**src/inc/nic_cfg.svh**
```systemverilog
// nested interrupt unit: offsets, field positions, reset values, vector addresses
`ifndef NIC_CFG_SVH
`define NIC_CFG_SVH

// register indices, byte address is four times the index
`define NIC_IDX_PRIO0   6'h24
`define NIC_IDX_PRIO1   6'h25
`define NIC_IDX_PRIO2   6'h26
`define NIC_IDX_PRIO3   6'h27
`define NIC_IDX_PINCTL  6'h28
`define NIC_IDX_STAT    6'h29
`define NIC_IDX_CLR     6'h2A
`define NIC_IDX_EN      6'h2B

// reset values
`define NIC_PRIO_RST    8'hFF
`define NIC_PINCTL_RST  8'h00

// vector table at the top of memory, higher address wins ties
`define NIC_VEC_RESET   16'hFFFE
`define NIC_VEC_TRAP    16'hFFFC
`define NIC_VEC_FIRST   16'hFFFA
`define NIC_VEC_LOWEST  16'hFFE0

// maskable vectors, pin count and first pin vector
`define NIC_NVEC        14
`define NIC_NPIN        4
`define NIC_PIN_VEC0    2
`define NIC_HALT_WAKE   14'h003C

// level bit encodings
`define NIC_LVL_OPEN    2'b10
`define NIC_LVL_MASK    2'b11

// pin sensitivity codes
`define NIC_SENS_FALL   2'b00
`define NIC_SENS_RISE   2'b01
`define NIC_SENS_BOTH   2'b10

// status bit positions
`define NIC_EV_SVC      0
`define NIC_EV_TRAP     1
`define NIC_EV_WAKE     2
`define NIC_EV_PIN      3
`define NIC_NEV         4

`endif

```
**src/inc/nic_pkg.sv**
```systemverilog
// nested interrupt unit: state machine and state record types
`include "nic_cfg.svh"
package nic_pkg;

    // sequencer states, gray along idle <-> stack
    typedef enum logic [2:0] {
        NIC_RESET = 3'b000,
        NIC_IDLE  = 3'b001,
        NIC_STACK = 3'b011,
        NIC_WAIT  = 3'b111,
        NIC_HALT  = 3'b101
    } nic_state_e;

    // whole state of the unit
    typedef struct packed {
        nic_state_e                state;
        logic [1:0]                level;
        logic [3:0][7:0]           prio;
        logic [7:0]                pin_ctl;
        logic [`NIC_NEV-1:0]       stat;
        logic [`NIC_NEV-1:0]       en;
        logic [`NIC_NPIN-1:0]      pin_s1;
        logic [`NIC_NPIN-1:0]      pin_s2;
        logic [`NIC_NPIN-1:0]      pin_s3;
        logic [`NIC_NPIN-1:0]      pin_f;
        logic [`NIC_NPIN-1:0]      pin_pend;
        logic [3:0]                sel;
        logic [1:0]                new_lvl;
        logic                      trap;
        logic [15:0]               vec_addr;
        logic                      vec_load;
        logic                      wr_pend;
        logic [5:0]                wr_idx;
        logic [31:0]               rdata;
    } nic_regs_s;

    // level bits to nesting rank: 10 lowest, 11 masks all
    function automatic logic [1:0] nic_rank(input logic [1:0] l);
        case (l)
            2'b10:   nic_rank = 2'd0;
            2'b01:   nic_rank = 2'd1;
            2'b00:   nic_rank = 2'd2;
            default: nic_rank = 2'd3;
        endcase
    endfunction

endpackage

```
**src/hw/nic_top.sv**
```systemverilog
// nested interrupt unit: priority resolution, cpu sequencing and ahb-lite registers
//
// The AHB-Lite slave port was left to the implementer.
`timescale 1ns/100ps
`include "nic_cfg.svh"

// Operation
// - four nesting levels, sixteen fixed vectors
// - reset and trap never masked
// - masking from level bits and priority registers
// - vectors FFE0h-FFFFh, address gives hardware order
// - service starts only at instruction boundary
// - stack context before taking vector
// - level bits loaded from vector priority
// - program counter loaded from vector address
// - return restores stacked level bits
// - behaves like simple non-nested scheme too
// - wait stops cpu, forces level 10
// - wait ends on interrupt or reset
// - halt wakes only on designated sources
// - priority registers read/write, reset FFh
module nic_top import nic_pkg::*; #(
    parameter logic [`NIC_NVEC-1:0] HALT_WAKE = `NIC_HALT_WAKE
) (
    // clock and reset
    input  wire logic                  hclk,
    input  wire logic                  hresetn,
    // ahb-lite slave
    input  wire logic                  hsel,
    input  wire logic [31:0]           haddr,
    input  wire logic [1:0]            htrans,
    input  wire logic                  hwrite,
    input  wire logic [2:0]            hsize,
    input  wire logic [31:0]           hwdata,
    input  wire logic                  hready,
    output logic                       hreadyout,
    output logic                       hresp,
    output logic [31:0]                hrdata,
    // request sources
    input  wire logic [`NIC_NVEC-1:0]  irq_req,
    input  wire logic [`NIC_NPIN-1:0]  pin_in,
    // cpu core sequencer
    input  wire logic                  instr_end,
    input  wire logic                  trap_op,
    input  wire logic                  wait_for_event_op,
    input  wire logic                  halt_op,
    input  wire logic                  return_from_handler_op,
    input  wire logic [1:0]            popped_level,
    input  wire logic                  stack_done,
    output logic                       stack_req,
    output logic                       vec_load,
    output logic [15:0]                vec_addr,
    output logic [1:0]                 level_bits,
    output logic                       cpu_stop,
    // interrupt to system
    output logic                       irq
);

    // ************************************************************
    // state and per-entry helpers
    // ************************************************************

    nic_regs_s              s_q;        // registered state
    nic_regs_s              s_d;        // next state
    logic [`NIC_NPIN-1:0]   pin_f_d;    // filtered pin level, next
    logic [`NIC_NPIN-1:0]   pin_hit;    // active pin edge or level
    logic [`NIC_NVEC-1:0]   pend;       // all maskable requests
    logic [`NIC_NVEC-1:0]   cand;       // requests above current level
    logic [`NIC_NVEC-1:0]   cand_halt;  // candidates able to leave halt
    logic [1:0]             vrank [`NIC_NVEC];  // rank of each vector
    logic [1:0]             vfield [`NIC_NVEC]; // raw priority field
    logic [1:0]             cur_rank;   // rank of current level bits

    // pins share the first pin vector onward
    assign pend = irq_req | {{(`NIC_NVEC-`NIC_NPIN-`NIC_PIN_VEC0){1'b0}},
                             s_q.pin_pend, {`NIC_PIN_VEC0{1'b0}}};
    assign cur_rank = nic_rank(s_q.level);

    // ************************************************************
    // per pin filter and sensitivity
    // ************************************************************

    genvar gp;
    generate
        for (gp = 0; gp < `NIC_NPIN; gp++) begin : g_pin
            logic [1:0] sens;   // sensitivity code of this pin
            assign sens = s_q.pin_ctl[2*gp +: 2];
            // a change counts once the second and third stages agree
            assign pin_f_d[gp] = (s_q.pin_s2[gp] == s_q.pin_s3[gp]) ?
                                 s_q.pin_s3[gp] : s_q.pin_f[gp];
            always_comb begin
                case (sens)
                    `NIC_SENS_FALL: pin_hit[gp] = s_q.pin_f[gp] & ~pin_f_d[gp];
                    `NIC_SENS_RISE: pin_hit[gp] = ~s_q.pin_f[gp] & pin_f_d[gp];
                    `NIC_SENS_BOTH: pin_hit[gp] = s_q.pin_f[gp] ^ pin_f_d[gp];
                    default:        pin_hit[gp] = ~pin_f_d[gp];  // low level
                endcase
            end
        end
    endgenerate

    // ************************************************************
    // per vector eligibility
    // ************************************************************

    genvar gv;
    generate
        for (gv = 0; gv < `NIC_NVEC; gv++) begin : g_vec
            assign vfield[gv] = s_q.prio[gv/4][2*(gv%4) +: 2];
            assign vrank[gv]  = nic_rank(vfield[gv]);
            // only strictly higher priority interrupts the running level
            assign cand[gv] = pend[gv] && (vrank[gv] > cur_rank);
            assign cand_halt[gv] = cand[gv] & HALT_WAKE[gv];
        end
    endgenerate

    // ************************************************************
    // winner selection
    // ************************************************************

    logic [3:0] best;       // winning vector index
    logic [1:0] best_rank;  // its rank
    logic       any_cand;   // some vector may be taken
    logic       any_halt;   // some vector may leave halt

    // scanning down with >= lets the lower index, higher address, win ties
    always_comb begin
        best      = 4'h0;
        best_rank = 2'd0;
        any_cand  = |cand;
        any_halt  = |cand_halt;
        for (int i = `NIC_NVEC - 1; i >= 0; i--) begin
            if (cand[i] && (vrank[i] >= best_rank)) begin
                best      = 4'(i);
                best_rank = vrank[i];
            end
        end
    end

    // ************************************************************
    // register read mux, sampled in the address phase
    // ************************************************************

    logic [31:0] rd_mux;   // word seen by a read at haddr
    always_comb begin
        case (haddr[7:2])
            `NIC_IDX_PRIO0:  rd_mux = {24'h000000, s_q.prio[0]};
            `NIC_IDX_PRIO1:  rd_mux = {24'h000000, s_q.prio[1]};
            `NIC_IDX_PRIO2:  rd_mux = {24'h000000, s_q.prio[2]};
            `NIC_IDX_PRIO3:  rd_mux = {24'h000000, s_q.prio[3]};
            `NIC_IDX_PINCTL: rd_mux = {24'h000000, s_q.pin_ctl};
            `NIC_IDX_STAT:   rd_mux = {24'h000000, s_q.level, 2'b00, s_q.stat};
            `NIC_IDX_EN:     rd_mux = {24'h000000, 4'h0, s_q.en};
            default:         rd_mux = 32'h00000000;   // unmapped and clear
        endcase
    end

    // ************************************************************
    // next state
    // ************************************************************

    logic [`NIC_NEV-1:0]  ev;       // events of this cycle
    logic [`NIC_NEV-1:0]  clr;      // software clear of status
    logic [`NIC_NPIN-1:0] pin_ack;  // pin vector taken this cycle

    always_comb begin
        s_d      = s_q;
        ev       = '0;
        clr      = '0;
        pin_ack  = '0;
        s_d.vec_load = 1'b0;

        // three stage pin synchroniser
        s_d.pin_s1 = pin_in;
        s_d.pin_s2 = s_q.pin_s1;
        s_d.pin_s3 = s_q.pin_s2;
        s_d.pin_f  = pin_f_d;
        ev[`NIC_EV_PIN] = |pin_hit;

        // sequencer
        case (s_q.state)
            NIC_RESET: begin
                // reset is the first service and cannot be masked
                s_d.vec_addr = `NIC_VEC_RESET;
                s_d.vec_load = 1'b1;
                s_d.level    = `NIC_LVL_MASK;
                s_d.state    = NIC_IDLE;
            end
            NIC_IDLE: begin
                if (return_from_handler_op) begin
                    s_d.level = popped_level;
                end
                if (instr_end) begin
                    if (trap_op) begin
                        // trap ignores level bits
                        s_d.trap    = 1'b1;
                        s_d.new_lvl = `NIC_LVL_MASK;
                        s_d.state   = NIC_STACK;
                        ev[`NIC_EV_TRAP] = 1'b1;
                    end else if (wait_for_event_op) begin
                        s_d.level = `NIC_LVL_OPEN;
                        s_d.state = NIC_WAIT;
                    end else if (halt_op) begin
                        s_d.level = `NIC_LVL_OPEN;
                        s_d.state = NIC_HALT;
                    end else if (any_cand) begin
                        s_d.trap    = 1'b0;
                        s_d.sel     = best;
                        s_d.new_lvl = vfield[best];
                        s_d.state   = NIC_STACK;
                    end
                end
            end
            NIC_STACK: begin
                // context is pushed by the core before the vector is given
                if (stack_done) begin
                    s_d.level    = s_q.new_lvl;
                    s_d.vec_load = 1'b1;
                    s_d.vec_addr = s_q.trap ? `NIC_VEC_TRAP :
                                   16'(`NIC_VEC_FIRST - {s_q.sel, 1'b0});
                    s_d.state    = NIC_IDLE;
                    ev[`NIC_EV_SVC] = ~s_q.trap;
                    if (!s_q.trap && (s_q.sel >= 4'(`NIC_PIN_VEC0)) &&
                        (s_q.sel < 4'(`NIC_PIN_VEC0 + `NIC_NPIN))) begin
                        pin_ack[2'(s_q.sel - 4'(`NIC_PIN_VEC0))] = 1'b1;
                    end
                end
            end
            NIC_WAIT: begin
                // level is 10 here, so any request whose priority field is not 10 wakes
                s_d.level = `NIC_LVL_OPEN;
                if (any_cand) begin
                    s_d.trap    = 1'b0;
                    s_d.sel     = best;
                    s_d.new_lvl = vfield[best];
                    s_d.state   = NIC_STACK;
                    ev[`NIC_EV_WAKE] = 1'b1;
                end
            end
            NIC_HALT: begin
                if (any_halt) begin
                    s_d.trap    = 1'b0;
                    s_d.sel     = best;
                    s_d.new_lvl = vfield[best];
                    s_d.state   = NIC_STACK;
                    ev[`NIC_EV_WAKE] = 1'b1;
                end
            end
            default: s_d.state = NIC_IDLE;
        endcase

        // pin pending flags: a new edge wins over the acknowledge
        s_d.pin_pend = (s_q.pin_pend & ~pin_ack) | pin_hit;

        // ahb data phase write
        if (s_q.wr_pend) begin
            case (s_q.wr_idx)
                `NIC_IDX_PRIO0:  s_d.prio[0] = hwdata[7:0];
                `NIC_IDX_PRIO1:  s_d.prio[1] = hwdata[7:0];
                `NIC_IDX_PRIO2:  s_d.prio[2] = hwdata[7:0];
                `NIC_IDX_PRIO3:  s_d.prio[3] = hwdata[7:0];
                `NIC_IDX_PINCTL: s_d.pin_ctl = hwdata[7:0];
                `NIC_IDX_CLR:    clr = hwdata[`NIC_NEV-1:0];
                `NIC_IDX_EN:     s_d.en = hwdata[`NIC_NEV-1:0];
                default:         ;
            endcase
        end

        // sticky status, set wins over clear
        s_d.stat = (s_q.stat & ~clr) | ev;

        // ahb address phase; zero wait state slave
        s_d.wr_pend = 1'b0;
        if (hsel && hready && htrans[1]) begin
            s_d.wr_pend = hwrite;
            s_d.wr_idx  = haddr[7:2];
            s_d.rdata   = hwrite ? s_q.rdata : rd_mux;
        end
    end

    // ************************************************************
    // state register
    // ************************************************************

    always_ff @(posedge hclk or negedge hresetn) begin
        if (!hresetn) begin
            s_q          <= '0;
            s_q.state    <= NIC_RESET;
            s_q.level    <= `NIC_LVL_MASK;
            s_q.prio     <= {4{`NIC_PRIO_RST}};
            s_q.pin_ctl  <= `NIC_PINCTL_RST;
            s_q.new_lvl  <= `NIC_LVL_MASK;
            s_q.vec_addr <= `NIC_VEC_RESET;
        end else begin
            s_q <= s_d;
        end
    end

    // ************************************************************
    // outputs
    // ************************************************************

    assign hreadyout  = 1'b1;
    assign hresp      = 1'b0;
    assign hrdata     = s_q.rdata;
    assign stack_req  = (s_q.state == NIC_STACK);
    assign vec_load   = s_q.vec_load;
    assign vec_addr   = s_q.vec_addr;
    assign level_bits = s_q.level;
    assign cpu_stop   = (s_q.state == NIC_WAIT) || (s_q.state == NIC_HALT);
    assign irq        = |(s_q.stat & s_q.en);

    // ************************************************************
    // checks
    // ************************************************************

    logic stk_fin;    // stacking completes this cycle
    logic idle_q;     // sequencer idle
    logic trap_take;  // trap taken at a boundary
    assign stk_fin   = stack_req && stack_done;
    assign idle_q    = (s_q.state == NIC_IDLE);
    assign trap_take = idle_q && instr_end && trap_op;

    a_trap_vector: assert property (@(posedge hclk) disable iff (!hresetn)
        stk_fin && s_q.trap |=> vec_load && vec_addr == 16'hFFFC)
        else $error("trap did not vector to its fixed address");
    a_vec_range: assert property (@(posedge hclk) disable iff (!hresetn)
        vec_load |-> vec_addr >= 16'hFFE0 && !vec_addr[0])
        else $error("vector outside the top table");
    a_start_bound: assert property (@(posedge hclk) disable iff (!hresetn)
        $rose(stack_req) |-> $past(instr_end) || $past(cpu_stop))
        else $error("service started inside an instruction");
    a_stack_first: assert property (@(posedge hclk) disable iff (!hresetn)
        stk_fin |=> vec_load ##1 !vec_load)
        else $error("vector not given right after stacking");
    a_level_load: assert property (@(posedge hclk) disable iff (!hresetn)
        stk_fin |=> level_bits == $past(s_q.new_lvl))
        else $error("level bits not taken from vector priority");
    a_return_level: assert property (@(posedge hclk) disable iff (!hresetn)
        idle_q && return_from_handler_op |=> level_bits == $past(popped_level))
        else $error("return did not restore level bits");
    a_wait_open: assert property (@(posedge hclk) disable iff (!hresetn)
        idle_q && instr_end && !trap_op && wait_for_event_op
        |=> cpu_stop && level_bits == 2'b10)
        else $error("wait did not stop and open all levels");
    a_wait_wake: assert property (@(posedge hclk) disable iff (!hresetn)
        s_q.state == NIC_WAIT && |cand |=> stack_req && !cpu_stop)
        else $error("pending request did not end wait");
    a_halt_hold: assert property (@(posedge hclk) disable iff (!hresetn)
        s_q.state == NIC_HALT && !(|(pend & HALT_WAKE)) |=> cpu_stop)
        else $error("halt left by a source without wake ability");
    a_mask_all: assert property (@(posedge hclk) disable iff (!hresetn)
        idle_q && level_bits == 2'b11 && instr_end && !trap_op |=> !stack_req)
        else $error("maskable request taken at level 11");

endmodule // nic_top

```
**config.mk**
```make
export PLATFORM = sky130hd
export DESIGN_NAME = nic_top
export DESIGN_NICKNAME = d
export VERILOG_FILES = /design/src/inc/nic_pkg.sv /design/src/hw/nic_top.sv
export VERILOG_INCLUDE_DIRS = /design/src /design/src/inc
export SDC_FILE = /design/constraint.sdc
export NUM_CORES = 1
export LEC_CHECK = 0
export BUFFER_PORTS_ARGS = -buffer_cell sky130_fd_sc_hd__buf_2
export CAP_MARGIN = 10
export CORE_UTILIZATION = 57
export CTS_CLUSTER_DIAMETER = 50
export DETAILED_ROUTE_END_ITERATION = 12
export PLACE_DENSITY = 0.8
export SYNTH_ARGS = -nofsm -noshare
export SYNTH_HDL_FRONTEND = slang
export SYNTH_SLANG_ARGS = --single-unit
```
**constraint.sdc**
```tcl
create_clock -name hclk -period 23.4 [get_ports hclk]
set_input_delay 4.68 -clock hclk [delete_from_list [all_inputs] [get_ports hclk]]
set_output_delay 4.68 -clock hclk [all_outputs]
set_load 0.005 [all_outputs]
```
# After elaboration in Yosys (flattened, before gate mapping)
# Cells that the tools add are included.
[op_classes] n_mux=94 addsub=2 bitwise_logic=31 n_eq_ne=68 magnitude_cmp=33 reduce_logical=74
[ops] operator="$pmux 2 s3" n=15
[ops] operator="$eq 6x6->1 const B" n=14
[ops] operator="$mux 4" n=20
[ops] operator="$pmux 8 s7" n=1
[ops] operator="$mux 39" n=1
[ops] operator="$eq 2x1->1 const B" n=19
[ops] operator="$eq 2x2->1 const B" n=19
[ops] operator="$logic_not 2->1" n=19
[ops] operator="$mux 2" n=18
[ops] operator="$mux 7" n=5
[ops] operator="$pmux 17 s2" n=1
[ops] operator="$logic_and 1x1->1" n=33
[ops] operator="$mux 32" n=1
[ops] operator="$gt 2x2->1" n=14
[ops] operator="$ge 2x2->1" n=13
[ops] operator="$pmux 7 s3" n=1
[ops] operator="$reduce_and 2->1" n=9
[ops] operator="$mux 17" n=1
[ops] operator="$mux 16" n=1
[ops] operator="$mux 3" n=5
[ops] operator="$mux 5" n=3
[ops] operator="$or 14x6->14" n=1
[ops] operator="$reduce_or 14->1" n=1
[ops] operator="$and 4x4->4" n=3
[ops] operator="other kinds (36)" n=84
[word_totals] in_bits=100 register_bits=136 wordCells=324 output_inout_bits=56

# Depth between registers and ports, before layout
[logic_depth] depth_word=55 ltp_mapped=99 ltp_nobuf=98

# Worst setup path after synthesis
# Ideal clock, no wire load.
[synth_timing] path_type="input to register" start="input port irq_req[13]" end="register s_q[57] in the netlist's numbering" t_required_ps=23295 path_buffers=0 setup_time_ps=105 path_slack_ps=3322 arrival_time_ps=19973 stages=91 cell_sequence="a21boi_1 o21ai_0 o21bai_1 inv_1 ha_1 nand2b_1 a21oi_2 nor2_1 mux2_2 inv_1 ha_1 nand2b_1 a211oi_1 a311oi_1 o21ai_0 and2_1 ha_1 nor2b_1 (+55 left out) o31ai_4 mux2i_1 ha_1 nand2b_1 a21oi_1 nor2_1 nand2_1 nand2_1 a21oi_1 ha_1 nand2b_1 a21oi_1 nor2_1 nor4_1 a21boi_1 nor2_1 a22o_1 a2111oi_2"
[synth_between] elab_chain_cells=53 elab_cells_between_ends=68 classes_between="order compare: 13; mux: 37; bitwise: 2; reduce/logical: 16"
[synth_lines] item="from (decl)" line_no="nic_top.sv:40" rtl="input wire logic [`NIC_NVEC-1:0] irq_req,"
[synth_lines] item="$or 14x6->14 *" line_no="nic_top.sv:75" rtl="assign pend = irq_req | {{(`NIC_NVEC-`NIC_NPIN-`NIC_PIN_VEC0){1'b0}},"
[synth_lines] item="$logic_and 1x1->1 *" line_no="nic_top.sv:112" rtl="assign cand[gv] = pend[gv] && (vrank[gv] > cur_rank);"
[synth_lines] item="$logic_and 1x1->1" line_no="nic_top.sv:133" rtl="if (cand[i] && (vrank[i] >= best_rank)) begin"
[synth_lines] item="$mux 2" line_no="nic_top.sv:133"
[synth_lines] item="$ge 2x2->1" line_no="nic_top.sv:133"
[synth_lines] item="$logic_and 1x1->1" line_no="nic_top.sv:133"
[synth_lines] item="$mux 2" line_no="nic_top.sv:133"
[synth_lines] item="$ge 2x2->1" line_no="nic_top.sv:133"
[synth_lines] item="(+36 left out)"
[synth_lines] item="$bmux 2 s4" line_no="nic_top.sv:209, nic_top.sv:235, nic_top.sv:244"
[synth_lines] item="$mux 2 (implied by the code) (2 in series)" line_no="nic_top.sv:209, nic_top.sv:235, nic_top.sv:244"
[synth_lines] item="$mux 7" line_no="nic_top.sv:206, nic_top.sv:232"
[synth_lines] item="$mux 7" line_no="nic_top.sv:203" rtl="end else if (halt_op) begin"
[synth_lines] item="$mux 7" line_no="nic_top.sv:200" rtl="end else if (wait_for_event_op) begin"
[synth_lines] item="$mux 3" line_no="nic_top.sv:194" rtl="if (trap_op) begin"
[synth_lines] item="$mux 7" line_no="nic_top.sv:193" rtl="if (instr_end) begin"
[synth_lines] item="$pmux 7 s3 *" line_no="nic_top.sv:181" rtl="case (s_q.state)"
[synth_lines] item="to (decl)" line_no="nic_top.sv:63" rtl="nic_regs_s s_q;"
# Mark *: on every way between the ends. The rest lies on a longest branch, timed or not. The select of a mux whose other input is x is not followed.
# A chain may end at the register's enable or synchronous reset.

# Worst setup path after layout
[layout_timing] start="input port irq_req[13]" end="register s_q[58] in the netlist's numbering"
# The elaborated chain is that of the path after synthesis.

==> flow_summary.toml <==
[floorplan]
die_h_um = 120
num_rows = 42
ios = 156
die-area_um2 = 14400
core_um2 = 13400
dieWidth_um = 120
initial_core_util_pct = 59.2

[pwr]
p_total_mw = 1.30
power_switching_uw = 609
leakage_nw = 3.91
p_clk_share_pct = 10.6
seq_power_share_pct = 18.1
switching_share_pct = 46.9
intPower_uw = 689
comb_power_share_pct = 71.3
ir_worst_vdd_uv = 103
powerDensity_nw_per_um2 = 153

[placement]
dp_cells = 1038
dp_slack_ns = 1.20
hpwl_um = 14100
gp_congestion = 0.909
io_buffers = 74

[final_layout]
layout_common_cells = "84 x ha_1, 77 x nand2_1, 73 x buf_2"
finalNonFillerCells = 1061
final_common_cell = "ha_1"
register_area_um2 = 2610
fillCellCount = 1126
multiInputGateArea_um2 = 4740
drive_gt1_share_pct = 25.3
area_growth_pct = 7.29
nNetsFinal = 1064
n_antenna_cell = 0

[synth]
synth.avg_cell_area_um2 = 9.57
synth_top_family_by_area = "compound AO/OA/AOI/OAI gates"
synth_area_leaders = "dfrtp_1 19%, dfstp_2 14%, ha_1 13%"
netlist_instances = 828
yosysSeqAreaShare_pct = 32.9
netlist_area_um2 = 7930
yosys.area_share.simple_pct = 17.2
synth_edf_count = 0
yosysWarnings = 0
synth_flop_cell = "dfrtp_1"
synth_fa_ha_area_share_pct = 13.6
ys_ff_latch = 102
yosys.area.top_type = "dfrtp_1"
synth_top_area_share_pct = 18.9
synth_compound_area_share_pct = 18.5
synth_mux_area_share_pct = 8.84
synth.distinct_cells = 84
ys_async_sr_fraction_pct = 100
synth_xor_xnor_area_share_pct = 0.110

[clock_network]
cts_root_buffer = "clkbuf_16"
insertion_delay_ns = 0.35
hold_buffers = 0
htreeDepth = 3
cts_buffers = 9
path_clk_slew_ns = 0.06
cts_buffer_depth = 2
cts.sinks = 102
cts_tree = "yes"

[flow_run]
maxCapViolCount = 0

[route]
via_count = 6287
first_pass_iters = 5
drc = 0
wl_per_cell_um = 17.2
viasPerCell = 5.93
dr.first_iter.drc_count = 447
wl_um = 18200
antenna_left = 0

[grt]
track_usage_pct = 26.0
grt_max_degree = 58
antenna_found_initial = 0
grt-ovfl-total = 0
first_global_vias = 5757
grt_pass1_wl_um = 29100

[setup_path]
critPathSlowestCell = "o31a_1"
rr_worst_depth = 98
crit_fanout = 9
crit_arrival_ns = 22.21
cp-start-kind = "input port"
worstPathRequired_ns = 23.65
crit_path_end_kind = "register"
critPathMaxStageDelay_ns = 0.44
crit_top_cell = "ha_1"
worst-setup-path-type = "input port to register"

[sta]
hold_violations = 0
drv_slew = 0
max_freq_mhz = 45.5
slew_headroom_pct = 32.8
skew_ns = 0.00690
setup_viol = 0
tightestPinTransition_ns = 1.01
period_needed_ns = 21.95
post-route-period-util_pct = 93.8
tns_ns = 0
setup_ws_ns = 1.45

[run_status]
status = "complete, no violations"

[worst_hold_path]
hold_class = "register to register"
holdPathStages = 0
[cell type report]
class	count	share of cell area [%]
Tap cell	176	2.59
Clock buffer	15	3.03
Inverter	58	2.56
Timing Repair Buffer	84	5.41
Clock inverter	1	0.0883
Sequential cell	102	30.6
Multi-Input combinational cell	625	55.7
[logic make-up (layout without fill, tap and decap cells)]
group | after synthesis | after routing
adder cells (fa/ha/maj) | 87 | 87
buffers and inverters | 127 | 158
flip-flops | 102 | 102
XOR/XNOR | 1 | 1
multiplexers | 59 | 59
other | 2 | 28
AND/OR/NAND/NOR | 255 | 255
AO/OA/AOI/OAI | 195 | 195
[cells in the mapped netlist, types with 6 or more instances]
master	instances
a221oi_1	10
clkbuf_1	13
a31oi_1	8
nor2_1	59
nand3_1	15
ha_1	84
dfrtp_1	60
a21oi_1	22
mux2i_1	16
buf_4	52
nand2_1	77
a21o_1	6
o21ai_0	55
nor4_1	8
mux2_2	38
a21boi_1	6
and2_1	6
a211oi_1	8
dfstp_2	42
nor3_1	11
nor2b_1	15
or3_1	7
nand2b_1	18
inv_1	58
o211ai_1	10
[timing repair]
item                                    4_1_cts  5_1_grt
gates resized for setup                       0        3
buffers inserted                              0        7
endpoints found under the setup margin        0        2
[critical path: cells and delay by family]
family / cells / cell delay [ns]
AO/OA/AOI/OAI: 32 / 6.89
AND/OR/NAND/NOR: 41 / 5.95
adder cells (fa/ha/maj): 13 / 3.37
multiplexers: 3 / 0.95
buffers and inverters: 6 / 0.42
[per-layer routing]
layer  vias to the layer above  track usage [%]  wire [um]
met5                         -                0          0
met4                         0             6.64        273
met3                        26             4.42       1180
met2                       233             42.6       8620
met1                      3009             35.6       8160
li1                       3019                -          -
[power groups by stage]
stage	registers, mW	logic, mW	clock network (mW)
2_1_floorplan	0.223	0.702	0
3_3_place_gp	0.236	0.811	0
3_5_place_dp	0.237	0.832	0
4_1_cts	0.234	0.839	0.139
5_1_grt	0.238	1.02	0.145
6_report	0.235	0.926	0.137
[final timing paths]
| kind | start | endpoint | slack [ns] |
|---|---|---|---|
| worst min-delay path | s_d[77] | s_d[73] | 0.35 |
| min in group asynchronous | hresetn | s_q[134] | 4.38 |
| max in group asynchronous | hresetn | s_q[128] | 17.94 |
| worst max-delay path | irq_req[13] | s_q[58] | 1.45 |
| worst max register to register | level_bits[0] | s_q[58] | 4.12 |
| worst min register to register | s_d[77] | s_d[73] | 0.35 |
[registers in the layout, indices dropped and copies added, names as in the netlist]
signal / flops
vec_addr: 6
hrdata: 8
g_pin.sens: 8
level_bits: 2
vec_load: 1
s_q: 69
s_d: 8
[per-stage QoR]
step / cell area, um^2 / hold WS [ns] / util [%]
after floorplan: 8030 / 0.331 / -
after global placement: 8160 / 0.332 / 60.9
after detailed placement: 8160 / 0.335 / 60.9
after CTS: 8430 / 0.349 / 62.9
after global routing: 8510 / 0.351 / 63.5
final: 8510 / 0.348 / 63.5
Note: power is estimated with default switching activity, not from simulation.
